--- src/shared/cfgio_defs.svh ---
`ifndef CFGIO_DEFS_SVH
`define CFGIO_DEFS_SVH
// Summary of operation
// - In I/O mode a pin drives when its direction flop is 1, else input.
// - An output pin drives the level held in its output data flop.
// - Host reads back direction and data flops, and separately the pin levels.
// - Each I/O, address or select output pin is individually CMOS or open-drain (bus modes are CMOS); open-drain needs a pull-up.
// - Port A bits may output address bits latched at the trailing edge of ALE.
// - With track select set in multiplexed mode, Port A is a bidirectional buffer for the low bus.
// - Track mode: address-out decode with ALE passes bus address out through Port A.
// - Track mode: active write decode drives low bus data out through Port A.
// - Track mode: read decode with read strobe drives Port A onto the low bus.
// - Track mode: Port A floats when no steering condition holds.
// - Non-multiplexed mode: Port A is the low data byte for reads and writes.
// - Port B bits may output active-low chip-selects, bit i carrying select i.
// - Selects 0-3 OR up to four product terms; selects 4-7 up to two.
// - 16-bit non-multiplexed mode: Port B is the high data byte.
// - 8-bit mode offsets from base: A pin 2, dir 4, data 6; B 3, 5, 7.
// - Pin-level registers answer reads only; writes to them change nothing.
// - 16-bit mode: Port B on the high byte, reached only with high byte enable low.
// - A blank configuration has every configuration bit at zero.

// ==========================================================
// Register offsets from the port base select
`define CFGIO_OFF_PIN_A 3'h2
`define CFGIO_OFF_PIN_B 3'h3
`define CFGIO_OFF_DIR_A 3'h4
`define CFGIO_OFF_DIR_B 3'h5
`define CFGIO_OFF_DAT_A 3'h6
`define CFGIO_OFF_DAT_B 3'h7

// ==========================================================
// Reset values
`define CFGIO_DIR_RST 8'h00
`define CFGIO_DAT_RST 8'h00
`define CFGIO_LATCH_RST 8'h00

// ==========================================================
// Chip-select product term counts
`define CFGIO_PT_WIDE 4
`define CFGIO_PT_NARROW 2
`define CFGIO_PT_TOTAL 24
`endif

--- src/shared/cfgio_pkg.sv ---
package cfgio_pkg;
	// Static configuration; all-zero is the blank part.
	typedef struct packed {
		logic dataWide;
		logic muxMode;
		logic strobeStyleSelect;
		logic aleActiveLow;
		logic portATrackSelect;
		logic [7:0] addrOutSelect;
		logic [7:0] portAOutputDriveSelect;
		logic [7:0] portBIoSelect;
		logic [7:0] portBOutputDriveSelect;
	} cfgio_cfg_type;

	// Host-side signals, all asynchronous to clk.
	typedef struct packed {
		logic ale;
		logic rdE;
		logic wrRw;
		logic highByteEnableN;
		logic ioPortBaseSelect;
		logic memSelect;
		logic shareReadDecode;
		logic shareAddrOutDecode;
		logic shareWriteDecode;
		logic [7:0] lowAddrDataBus;
		logic [7:0] highAddrDataBus;
		logic [2:0] addr;
	} cfgio_bus_type;
endpackage

--- src/rtl/cfgio_cs_term.sv ---
`timescale 1ns/100ps
module cfgio_cs_term #(
	parameter int TERMS = 4
) (
	input wire logic [TERMS-1:0] terms,
	output logic csN
);
	// ==========================================================
	// Sum of product terms, inverted to an active-low select.
	assign csN = ~|terms;
endmodule

--- src/rtl/cfgio_pin_cell.sv ---
`timescale 1ns/100ps
module cfgio_pin_cell (
	input wire logic clk,
	input wire logic rst,
	input wire logic pinIn,
	input wire logic ioDrive,
	input wire logic ioVal,
	input wire logic altOn,
	input wire logic altDrive,
	input wire logic altVal,
	input wire logic openDrain,
	output logic pinOut,
	output logic pinOe,
	output logic pinLevel
);
	logic pinMeta;
	logic drive;
	logic value;
	logic next_pinOut;
	logic next_pinOe;

	// ==========================================================
	// An open-drain pin only ever pulls low, so a high value releases it.
	always_comb begin
		drive = altOn ? altDrive : ioDrive;
		value = altOn ? altVal : ioVal;
		next_pinOut = value & ~openDrain;
		next_pinOe = drive & (~openDrain | ~value);
	end

	// Output registers and the two-stage input synchroniser.
	always_ff @(posedge clk or posedge rst) begin
		if (rst) begin
			pinOut <= 1'b0;
			pinOe <= 1'b0;
			pinMeta <= 1'b0;
			pinLevel <= 1'b0;
		end else begin
			pinOut <= next_pinOut;
			pinOe <= next_pinOe;
			pinMeta <= pinIn;
			pinLevel <= pinMeta;
		end
	end
endmodule

--- src/rtl/cfgio_ports.sv ---
`timescale 1ns/100ps
`include "cfgio_defs.svh"
module cfgio_ports import cfgio_pkg::*; (
	input wire logic clk,
	input wire logic rst,
	input wire cfgio_cfg_type cfg,
	input wire cfgio_bus_type busIn,
	input wire logic [`CFGIO_PT_TOTAL-1:0] productTerms,
	input wire logic [15:0] memRdData,
	input wire logic [7:0] portAPinsIn,
	output logic [7:0] portAPinsOut,
	output logic [7:0] portAPinsOe,
	input wire logic [7:0] portBPinsIn,
	output logic [7:0] portBPinsOut,
	output logic [7:0] portBPinsOe,
	output logic [7:0] lowBusOut,
	output logic [7:0] lowBusOe,
	output logic [7:0] highBusOut,
	output logic [7:0] highBusOe,
	output logic [7:0] chipSelectOutputs,
	output logic [15:0] memWrData,
	output logic memWrLow,
	output logic memWrHigh
);
	// ==========================================================
	// Host synchronisers
	cfgio_bus_type busMeta;
	cfgio_bus_type bus;

	// Every host signal crosses two flops; only the second stage is read.
	always_ff @(posedge clk or posedge rst) begin
		if (rst) begin
			busMeta <= '0;
			bus <= '0;
		end else begin
			busMeta <= busIn;
			bus <= busMeta;
		end
	end

	// ==========================================================
	// Strobe and mode decode
	logic aleOn;
	logic rdOn;
	logic wrOn;
	logic nonMux;
	logic track;
	logic wideNonMux;
	logic [7:0] pinLevelA;
	logic [7:0] pinLevelB;
	logic [7:0] loLane;
	logic [7:0] hiLane;
	logic [2:0] regOff;
	logic [7:0] addrLatch;

	// The strobe style picks separate strobes or enable plus direction.
	always_comb begin
		aleOn = cfg.aleActiveLow ? ~bus.ale : bus.ale;
		rdOn = cfg.strobeStyleSelect ? (bus.rdE & bus.wrRw) : ~bus.rdE;
		wrOn = cfg.strobeStyleSelect ? (bus.rdE & ~bus.wrRw) : ~bus.wrRw;
		nonMux = ~cfg.muxMode;
		track = cfg.muxMode & cfg.portATrackSelect;
		wideNonMux = cfg.dataWide & nonMux;
		loLane = nonMux ? pinLevelA : bus.lowAddrDataBus;
		hiLane = nonMux ? pinLevelB : bus.highAddrDataBus;
		regOff = cfg.muxMode ? addrLatch[2:0] : bus.addr;
	end

	// ==========================================================
	// Port registers and write path
	logic [7:0] portADirection;
	logic [7:0] portBDirection;
	logic [7:0] portAOutputData;
	logic [7:0] portBOutputData;
	logic wrQ;
	logic [7:0] wrLo;
	logic [7:0] wrHi;
	logic [2:0] wrOff;
	logic wrHit;
	logic wrMem;
	logic wrBheN;
	logic [7:0] next_addrLatch;
	logic [7:0] next_portADirection;
	logic [7:0] next_portBDirection;
	logic [7:0] next_portAOutputData;
	logic [7:0] next_portBOutputData;
	logic [15:0] next_memWrData;
	logic next_memWrLow;
	logic next_memWrHigh;
	logic wrCommit;
	logic wrATgt;
	logic wrBTgt;
	logic [2:0] wrBase;
	logic [7:0] wrBLane;

	// Data and address are resampled every cycle the strobe is active and committed
	// at its trailing edge, so bus settling inside the pulse does no harm.
	always_comb begin
		next_addrLatch = (cfg.muxMode & aleOn) ? bus.lowAddrDataBus : addrLatch;
		wrCommit = wrQ & ~wrOn;
		wrBase = {wrOff[2:1], 1'b0};
		wrATgt = ~wrOff[0];
		wrBTgt = cfg.dataWide ? ~wrBheN : wrOff[0];
		wrBLane = cfg.dataWide ? wrHi : wrLo;
		next_portADirection = portADirection;
		next_portBDirection = portBDirection;
		next_portAOutputData = portAOutputData;
		next_portBOutputData = portBOutputData;
		// Pin-level offsets fall through untouched.
		if (wrCommit & wrHit) begin
			if (wrBase == `CFGIO_OFF_DIR_A) begin
				next_portADirection = wrATgt ? wrLo : portADirection;
				next_portBDirection = wrBTgt ? wrBLane : portBDirection;
			end
			if (wrBase == `CFGIO_OFF_DAT_A) begin
				next_portAOutputData = wrATgt ? wrLo : portAOutputData;
				next_portBOutputData = wrBTgt ? wrBLane : portBOutputData;
			end
		end
		next_memWrData = {wrHi, wrLo};
		next_memWrLow = wrCommit & wrMem & ~wrHit & (~cfg.dataWide | wrATgt);
		next_memWrHigh = wrCommit & wrMem & ~wrHit & cfg.dataWide & ~wrBheN;
	end

	// Registers only; reset leaves every I/O pin an input.
	always_ff @(posedge clk or posedge rst) begin
		if (rst) begin
			addrLatch <= `CFGIO_LATCH_RST;
			portADirection <= `CFGIO_DIR_RST;
			portBDirection <= `CFGIO_DIR_RST;
			portAOutputData <= `CFGIO_DAT_RST;
			portBOutputData <= `CFGIO_DAT_RST;
			wrQ <= 1'b0;
			wrLo <= 8'h00;
			wrHi <= 8'h00;
			wrOff <= 3'h0;
			wrHit <= 1'b0;
			wrMem <= 1'b0;
			wrBheN <= 1'b1;
			memWrData <= 16'h0000;
			memWrLow <= 1'b0;
			memWrHigh <= 1'b0;
		end else begin
			addrLatch <= next_addrLatch;
			portADirection <= next_portADirection;
			portBDirection <= next_portBDirection;
			portAOutputData <= next_portAOutputData;
			portBOutputData <= next_portBOutputData;
			wrQ <= wrOn;
			if (wrOn) begin
				wrLo <= loLane;
				wrHi <= hiLane;
				wrOff <= regOff;
				wrHit <= bus.ioPortBaseSelect;
				wrMem <= bus.memSelect;
				wrBheN <= bus.highByteEnableN;
			end
			memWrData <= next_memWrData;
			memWrLow <= next_memWrLow;
			memWrHigh <= next_memWrHigh;
		end
	end

	// ==========================================================
	// Read path
	logic rdATgt;
	logic rdBTgt;
	logic [7:0] valA;
	logic [7:0] valB;
	logic loDrv;
	logic hiDrv;
	logic [7:0] loData;
	logic [7:0] hiData;

	// Base select wins over memory, memory over the track read, so a
	// decoder overlap never drives two sources onto one lane.
	always_comb begin
		rdATgt = ~regOff[0];
		rdBTgt = cfg.dataWide ? ~bus.highByteEnableN : regOff[0];
		unique case ({regOff[2:1], 1'b0})
			`CFGIO_OFF_PIN_A: begin
				valA = pinLevelA;
				valB = pinLevelB;
			end
			`CFGIO_OFF_DIR_A: begin
				valA = portADirection;
				valB = portBDirection;
			end
			`CFGIO_OFF_DAT_A: begin
				valA = portAOutputData;
				valB = portBOutputData;
			end
			default: begin
				valA = 8'h00;
				valB = 8'h00;
			end
		endcase
		loDrv = 1'b0;
		hiDrv = 1'b0;
		loData = 8'h00;
		hiData = 8'h00;
		if (rdOn & bus.ioPortBaseSelect) begin
			loDrv = rdATgt | (rdBTgt & ~cfg.dataWide);
			loData = rdATgt ? valA : valB;
			hiDrv = cfg.dataWide & rdBTgt;
			hiData = valB;
		end else if (rdOn & bus.memSelect) begin
			loDrv = 1'b1;
			loData = memRdData[7:0];
			hiDrv = cfg.dataWide & ~bus.highByteEnableN;
			hiData = memRdData[15:8];
		end else if (track & rdOn & bus.shareReadDecode) begin
			loDrv = 1'b1;
			loData = pinLevelA;
		end
	end

	// Multiplexed bus lanes are registered; non-multiplexed data goes via the ports.
	always_ff @(posedge clk or posedge rst) begin
		if (rst) begin
			lowBusOut <= 8'h00;
			lowBusOe <= 8'h00;
			highBusOut <= 8'h00;
			highBusOe <= 8'h00;
		end else begin
			lowBusOut <= loData;
			lowBusOe <= {8{loDrv & cfg.muxMode}};
			highBusOut <= hiData;
			highBusOe <= {8{hiDrv & cfg.muxMode}};
		end
	end

	// ==========================================================
	// Pin function selection
	logic [7:0] csN;
	logic [7:0] aAltOn;
	logic [7:0] aAltDrv;
	logic [7:0] aAltVal;
	logic [7:0] aOd;
	logic [7:0] bAltOn;
	logic [7:0] bAltDrv;
	logic [7:0] bAltVal;
	logic [7:0] bOd;

	// Drive select only shapes I/O, address and select outputs; bus modes are CMOS.
	always_comb begin
		if (nonMux) begin
			aAltOn = 8'hff;
			aAltDrv = {8{loDrv}};
			aAltVal = loData;
		end else if (track) begin
			aAltOn = 8'hff;
			// The write decode already carries the strobe qualifier.
			aAltDrv = {8{(bus.shareAddrOutDecode & aleOn) | bus.shareWriteDecode}};
			aAltVal = bus.lowAddrDataBus;
		end else begin
			aAltOn = cfg.addrOutSelect;
			aAltDrv = 8'hff;
			aAltVal = addrLatch;
		end
		aOd = cfg.portAOutputDriveSelect & {8{~(nonMux | track)}};
		if (wideNonMux) begin
			bAltOn = 8'hff;
			bAltDrv = {8{hiDrv}};
			bAltVal = hiData;
		end else begin
			bAltOn = ~cfg.portBIoSelect;
			bAltDrv = 8'hff;
			bAltVal = csN;
		end
		bOd = cfg.portBOutputDriveSelect & {8{~wideNonMux}};
	end

	assign chipSelectOutputs = csN;

	// ==========================================================
	// Pin cells and decoder terms
	genvar i;
	generate
		for (i = 0; i < 8; i++) begin : gPin
			cfgio_pin_cell uCellA (
				.clk(clk),
				.rst(rst),
				.pinIn(portAPinsIn[i]),
				.ioDrive(portADirection[i]),
				.ioVal(portAOutputData[i]),
				.altOn(aAltOn[i]),
				.altDrive(aAltDrv[i]),
				.altVal(aAltVal[i]),
				.openDrain(aOd[i]),
				.pinOut(portAPinsOut[i]),
				.pinOe(portAPinsOe[i]),
				.pinLevel(pinLevelA[i])
			);
			cfgio_pin_cell uCellB (
				.clk(clk),
				.rst(rst),
				.pinIn(portBPinsIn[i]),
				.ioDrive(portBDirection[i]),
				.ioVal(portBOutputData[i]),
				.altOn(bAltOn[i]),
				.altDrive(bAltDrv[i]),
				.altVal(bAltVal[i]),
				.openDrain(bOd[i]),
				.pinOut(portBPinsOut[i]),
				.pinOe(portBPinsOe[i]),
				.pinLevel(pinLevelB[i])
			);
			if (i < 4) begin : gWide
				cfgio_cs_term #(.TERMS(`CFGIO_PT_WIDE)) uCs (
					.terms(productTerms[`CFGIO_PT_WIDE*i +: `CFGIO_PT_WIDE]),
					.csN(csN[i])
				);
			end else begin : gNarrow
				cfgio_cs_term #(.TERMS(`CFGIO_PT_NARROW)) uCs (
					.terms(productTerms[4*`CFGIO_PT_WIDE + `CFGIO_PT_NARROW*(i-4) +: `CFGIO_PT_NARROW]),
					.csN(csN[i])
				);
			end
		end
	endgenerate

	// ==========================================================
	// Assertions
	// Port A bits left in plain I/O use, split by drive style, so any mix of styles is checked.
	logic [7:0] ioCmosA;
	logic [7:0] ioOdA;
	assign ioCmosA = ~cfg.addrOutSelect & ~cfg.portAOutputDriveSelect;
	assign ioOdA = ~cfg.addrOutSelect & cfg.portAOutputDriveSelect;
	AST_DIR_RESET: assert property (@(posedge clk) $fell(rst) |-> (portADirection == 8'h00 && portBDirection == 8'h00))
		else $error("Direction flops not cleared by reset.");
	AST_DIR_WRITE: assert property (@(posedge clk) disable iff (rst)
		(wrCommit && wrHit && wrATgt && wrBase == `CFGIO_OFF_DIR_A) |=> portADirection == $past(wrLo))
		else $error("Direction write not taken.");
	AST_PIN_RO: assert property (@(posedge clk) disable iff (rst)
		(wrCommit && wrBase == `CFGIO_OFF_PIN_A) |=> ($stable(portADirection) && $stable(portBOutputData)))
		else $error("Pin-level write changed port state.");
	AST_ADDR_LATCH: assert property (@(posedge clk) disable iff (rst)
		(cfg.muxMode && aleOn) ##1 !aleOn [*2] |-> addrLatch == $past(bus.lowAddrDataBus, 2))
		else $error("Address latch did not hold trailing-edge value.");
	AST_IO_OUT: assert property (@(posedge clk) disable iff (rst)
		(cfg.muxMode && !track)
		|=> ((portAPinsOe & ioCmosA) == ($past(portADirection) & ioCmosA)
		&& (portAPinsOut & ioCmosA) == ($past(portAOutputData) & ioCmosA)))
		else $error("I/O pin does not follow direction and data.");
	AST_OPEN_DRAIN: assert property (@(posedge clk) disable iff (rst)
		(cfg.muxMode && !track)
		|=> ((portAPinsOut & ioOdA) == 8'h00
		&& (portAPinsOe & ioOdA) == ($past(portADirection) & ~$past(portAOutputData) & ioOdA)))
		else $error("Open-drain pin drove high.");
	AST_TRACK_ADDR: assert property (@(posedge clk) disable iff (rst)
		(track && bus.shareAddrOutDecode && aleOn)
		|=> (portAPinsOe == 8'hff && portAPinsOut == $past(bus.lowAddrDataBus)))
		else $error("Track address not passed out.");
	AST_TRACK_IDLE: assert property (@(posedge clk) disable iff (rst)
		(track && !(bus.shareAddrOutDecode && aleOn) && !bus.shareWriteDecode) |=> portAPinsOe == 8'h00)
		else $error("Track port driven while idle.");
	AST_TRACK_READ: assert property (@(posedge clk) disable iff (rst)
		(track && rdOn && bus.shareReadDecode && !bus.ioPortBaseSelect && !bus.memSelect)
		|=> (lowBusOe == 8'hff && lowBusOut == $past(pinLevelA)))
		else $error("Track read did not drive the low bus.");
	AST_CHIP_SELECT: assert property (@(posedge clk) disable iff (rst)
		(!rst && !wideNonMux && cfg.portBIoSelect == 8'h00 && cfg.portBOutputDriveSelect == 8'h00)
		|=> (portBPinsOe == 8'hff && portBPinsOut == $past(csN)))
		else $error("Port B does not carry chip-selects.");
endmodule

--- config.mk ---
export PLATFORM = sky130hd
export DESIGN_NAME = cfgio_ports
export DESIGN_NICKNAME = d
export VERILOG_FILES = /design/src/shared/cfgio_pkg.sv /design/src/rtl/cfgio_cs_term.sv /design/src/rtl/cfgio_pin_cell.sv /design/src/rtl/cfgio_ports.sv
export VERILOG_INCLUDE_DIRS = /design/src /design/src/shared
export SDC_FILE = /design/constraint.sdc
export NUM_CORES = 1
export LEC_CHECK = 0
export BUFFER_PORTS_ARGS = -buffer_cell sky130_fd_sc_hd__buf_2
export CAP_MARGIN = 10
export CORE_ASPECT_RATIO = 1.75
export CORE_UTILIZATION = 40
export CTS_CLUSTER_SIZE = 8
export DETAILED_ROUTE_END_ITERATION = 8
export GPL_ROUTABILITY_DRIVEN = 0
export PLACE_DENSITY = 0.71
export SYNTH_ARGS = -nofsm -noshare
export SYNTH_HDL_FRONTEND = slang
export SYNTH_SLANG_ARGS = --single-unit
--- constraint.sdc ---
create_clock -name clk -period 23.2 [get_ports clk]
set_input_delay 4.64 -clock clk [delete_from_list [all_inputs] [get_ports clk]]
set_output_delay 4.64 -clock clk [all_outputs]
set_load 0.05 [all_outputs]
==> impl_metrics.toml <==
[run_status]
status = "completed"

[run]
number_of_maximum_capacitance_constraint_violations = 0

[critical_path]
timing.setup.critical_path_class = "in2out"
cp.arrival_ns = 5.52
path_max_fanout = 3
setup.worst_path.start = "productTerms[9]"
critical_path.most_common_cell = "sky130_fd_sc_hd__buf_2"
worstPathCellList = "buf_2 > nor4_1 > buf_2"
critical_path.reg2reg.startpoint = "bus[1]"
worst_reg_to_reg_path_cell_count = 5
end_point_of_the_critical_path = "chipSelectOutputs[2]"
timing.critical_path.slowest_stage_cell = "sky130_fd_sc_hd__nor4_1"
reg2reg_slack_ns = 20.59
critical_path.endpoint_type = "output port"
reg2reg_to = "gPin[6].uCellA.pinOut"
required_ns = 18.56
setup.worst_path.start_class = "input pin"
worst_path_largest_cell_delay_ns = 0.44

[clocking]
cts_post_setup_buffers_inserted = 0
htree_num_levels = 1
clock_sinks = 219
cts-buffers-inserted = 31
postCtsResizedCells = 0
worst_setup_hold_path_clk_slew_ns = 0.05
tritoncts = "built"
clock_latency_of_the_later_clocked_register_in_the_worst_skew_pair_ns = 0.56
cts-root-to-sink-buffers = 3
cts_hold_buf = 0
cts_root_buffer = "sky130_fd_sc_hd__clkbuf_16"

[yosys]
synthesis.area_per_instance_um2 = 12.5
ys.warnings.count = 0
synthMuxAreaShare_pct = 9.93
synthesis.instances = 704
yosys.area_share.adder_pct = 0
syn_nets = 827
synthDominantAreaCellType = "sky130_fd_sc_hd__dfrtp_1"
yosys.cell_types.count = 61
synth-compound-area-share_pct = 13.2
number_of_flops_mapped_to_enable_cells_by_yosys = 0
largest_family_of_logic_cells_by_synthesized_area = "compound AO/OA/AOI/OAI gates"
synth_top_cells_by_area = "sky130_fd_sc_hd__dfrtp_1 62%, sky130_fd_sc_hd__mux2i_1 5.6%, sky130_fd_sc_hd__buf_4 4.6%"
synth_top_area_share_pct = 62.0
share_of_the_yosys_chip_area_belonging_to_registers_pct = 62.3
postSynth.topFlopCell = "sky130_fd_sc_hd__dfrtp_1"
synth-async-reset-ratio_pct = 100
library_cell_with_the_highest_instance_count_after_synthesis = "sky130_fd_sc_hd__dfrtp_1"
ys_top_cells_by_count = "218 x sky130_fd_sc_hd__dfrtp_1, 57 x sky130_fd_sc_hd__a21oi_1, 54 x sky130_fd_sc_hd__buf_4, 49 x sky130_fd_sc_hd__mux2i_1, 49 x sky130_fd_sc_hd__nor2_1"
parity_gate_share_of_the_synthesized_area_counting_xor_and_xnor_cells_pct = 0.0996
post_synthesis_cell_area_um2 = 8790
synth.ff_latch_count = 219
synth_simple_gate_area_share_pct = 7.87

[pwr]
total_leakage_power_nw = 5.05
p_seq_share_pct = 44.0
report.power.total_mw = 1.12
p_comb_share_pct = 19.4
switching_share_pct = 31.3
worst_ir_drop_vdd_mv = 0.0522
portion_of_total_power_attributed_to_the_clock_network_pct = 36.6
power_per_cell_area_nw_per_um2 = 105
netSwitchingPower_mw = 0.351
internal-power_mw = 0.771

[timing]
skew_ns = 0.0160
slew_viol_final = 0
final.period_utilization_pct = 43.8
tightest_slew_ns = 1.02
grt_setup_unrepaired = "no"
fmax_mhz = 98.4
max-slew-margin-rel_pct = 30.1
hold-worst-slack_ns = 0.344
final_hold_vio_count = 0
timing.final.crit_period_ns = 10.16
worst_slack_ns = 13.04
setup_violations = 0
setup-tns-final_ns = 0

[global_routing]
grt_start_max_net_pins = 99
initial_antenna_violation_count = 5
via_count_of_the_first_global_routing_pass = 6088
gr-usage-all-layers_pct = 20.3
grt_first_pass_wirelength_mm = 34.1
globalRouteOverflowTotal = 0

[floorplanning]
floorplan.die_area_um2 = 22600
row_count = 71
initial_utilization_pct = 40.9
die-width_um = 114
placeableCoreArea_um2 = 21500
die_height_um = 198
io_pins = 213

[routing]
route.detailed.drc = 0
highest-signal-layer = "met5"
avgRoutedWirePerCell_um = 19.3
vias = 6124
drtPass1Iterations = 5
routed_via_density = 5.17
met1Wirelength_mm = 8.41
route.met2.wl_mm = 11.4
met3WireLength_mm = 1.43
drt_iter0_markers = 391
route.final.wire_length_mm = 22.9
antenna_violating_nets_post_route = 0

[layout]
largestRegisters = "busMeta x28, bus x28, memWrData x16"
layout.area.seq_um2 = 5480
filler_cell_count = 1981
area_growth_pct = 21.0
total_number_of_nets_in_the_final_design = 999
area_of_combinational_cells_with_multiple_inputs_um2 = 2740
finish.utilization_pct = 49.5
post_route_cells_drive_above_1_share_pct = 33.6

[place]
dpl.hpwl_mm = 16.7
preCtsSetupSlack_ns = 13.00
port_buffers = 212

[min_path]
hold_class = "reg2reg"
## cells by family after synthesis
kind of cell	count (synthesis)
muxes	82
AOI/OAI and AO/OA	170
buffers and inverters	92
xor gates and xnor gates	1
and+or+nand+nor	140
DFF	219
## stage by stage
| stage | instance area, um^2 | cells |
|---|---|---|
| global placement | 9750 | 1135 |
| detailed placement | 9750 | 1135 |
| finish | 10600 | 1185 |
| CTS | 10600 | 1183 |
| floorplan | 8790 | 704 |
| global route | 10600 | 1185 |
## per-layer routing
metal  global-route usage (%)  up-vias
met5                        0        -
met3                     3.98       86
met2                     33.9      297
li1                         -     2829
met4                     15.1        6
met1                     22.8     2906
## cell usage in the layout (no fill, tap or decap), drive strengths merged, types with 6 or more instances in the layout
master    n
mux2     32
a31oi     8
a21oi    57
o221ai   10
o21ai    16
nor2     49
nor3b    11
buf     219
nor3     17
nand2    37
mux2i    50
clkbuf   46
o22ai    10
a21boi    9
inv      11
a22o      8
a21o      6
dfrtp   218
a22oi     7
## worst min path at each step
stage                            from      end  slack [ns]  depth (start not counted)
after detailed placement  busMeta[12]  bus[12]        0.33                          0
after global placement    busMeta[15]  bus[15]        0.33                          0
after global routing       busMeta[9]   bus[9]        0.35                          0
after floorplan            busMeta[0]   bus[0]        0.33                          0
after CTS                 busMeta[12]  bus[12]        0.35                          0
final                     busMeta[18]  bus[18]        0.34                          0
## power groups by stage
stage               Combinational (mW)  Sequential, mW  Clock (mW)
detailed placement               0.216           0.498           0
global placement                 0.212           0.496           0
finish                           0.218           0.493       0.410
CTS                              0.217           0.493       0.417
global route                     0.235           0.501       0.435
floorplan                        0.154           0.499           0
## layout make-up
| class | count | area share, % |
|---|---|---|
| multi-input cells | 393 | 25.7 |
| diodes | 2 | 0.0471 |
| flip-flops and latches | 219 | 51.5 |
| clock inverters | 2 | 0.471 |
| repair buffers | 219 | 10.5 |
| well taps | 292 | 3.43 |
| inverters | 12 | 0.494 |
| clock buffers | 46 | 7.82 |
## worst max-delay path, delay by kind of cell
kind / cells / cell delay [ns]
AND/OR/NAND/NOR: 1 / 0.44
buffers and inverters: 2 / 0.44
Power figures use the tool's default switching activity.
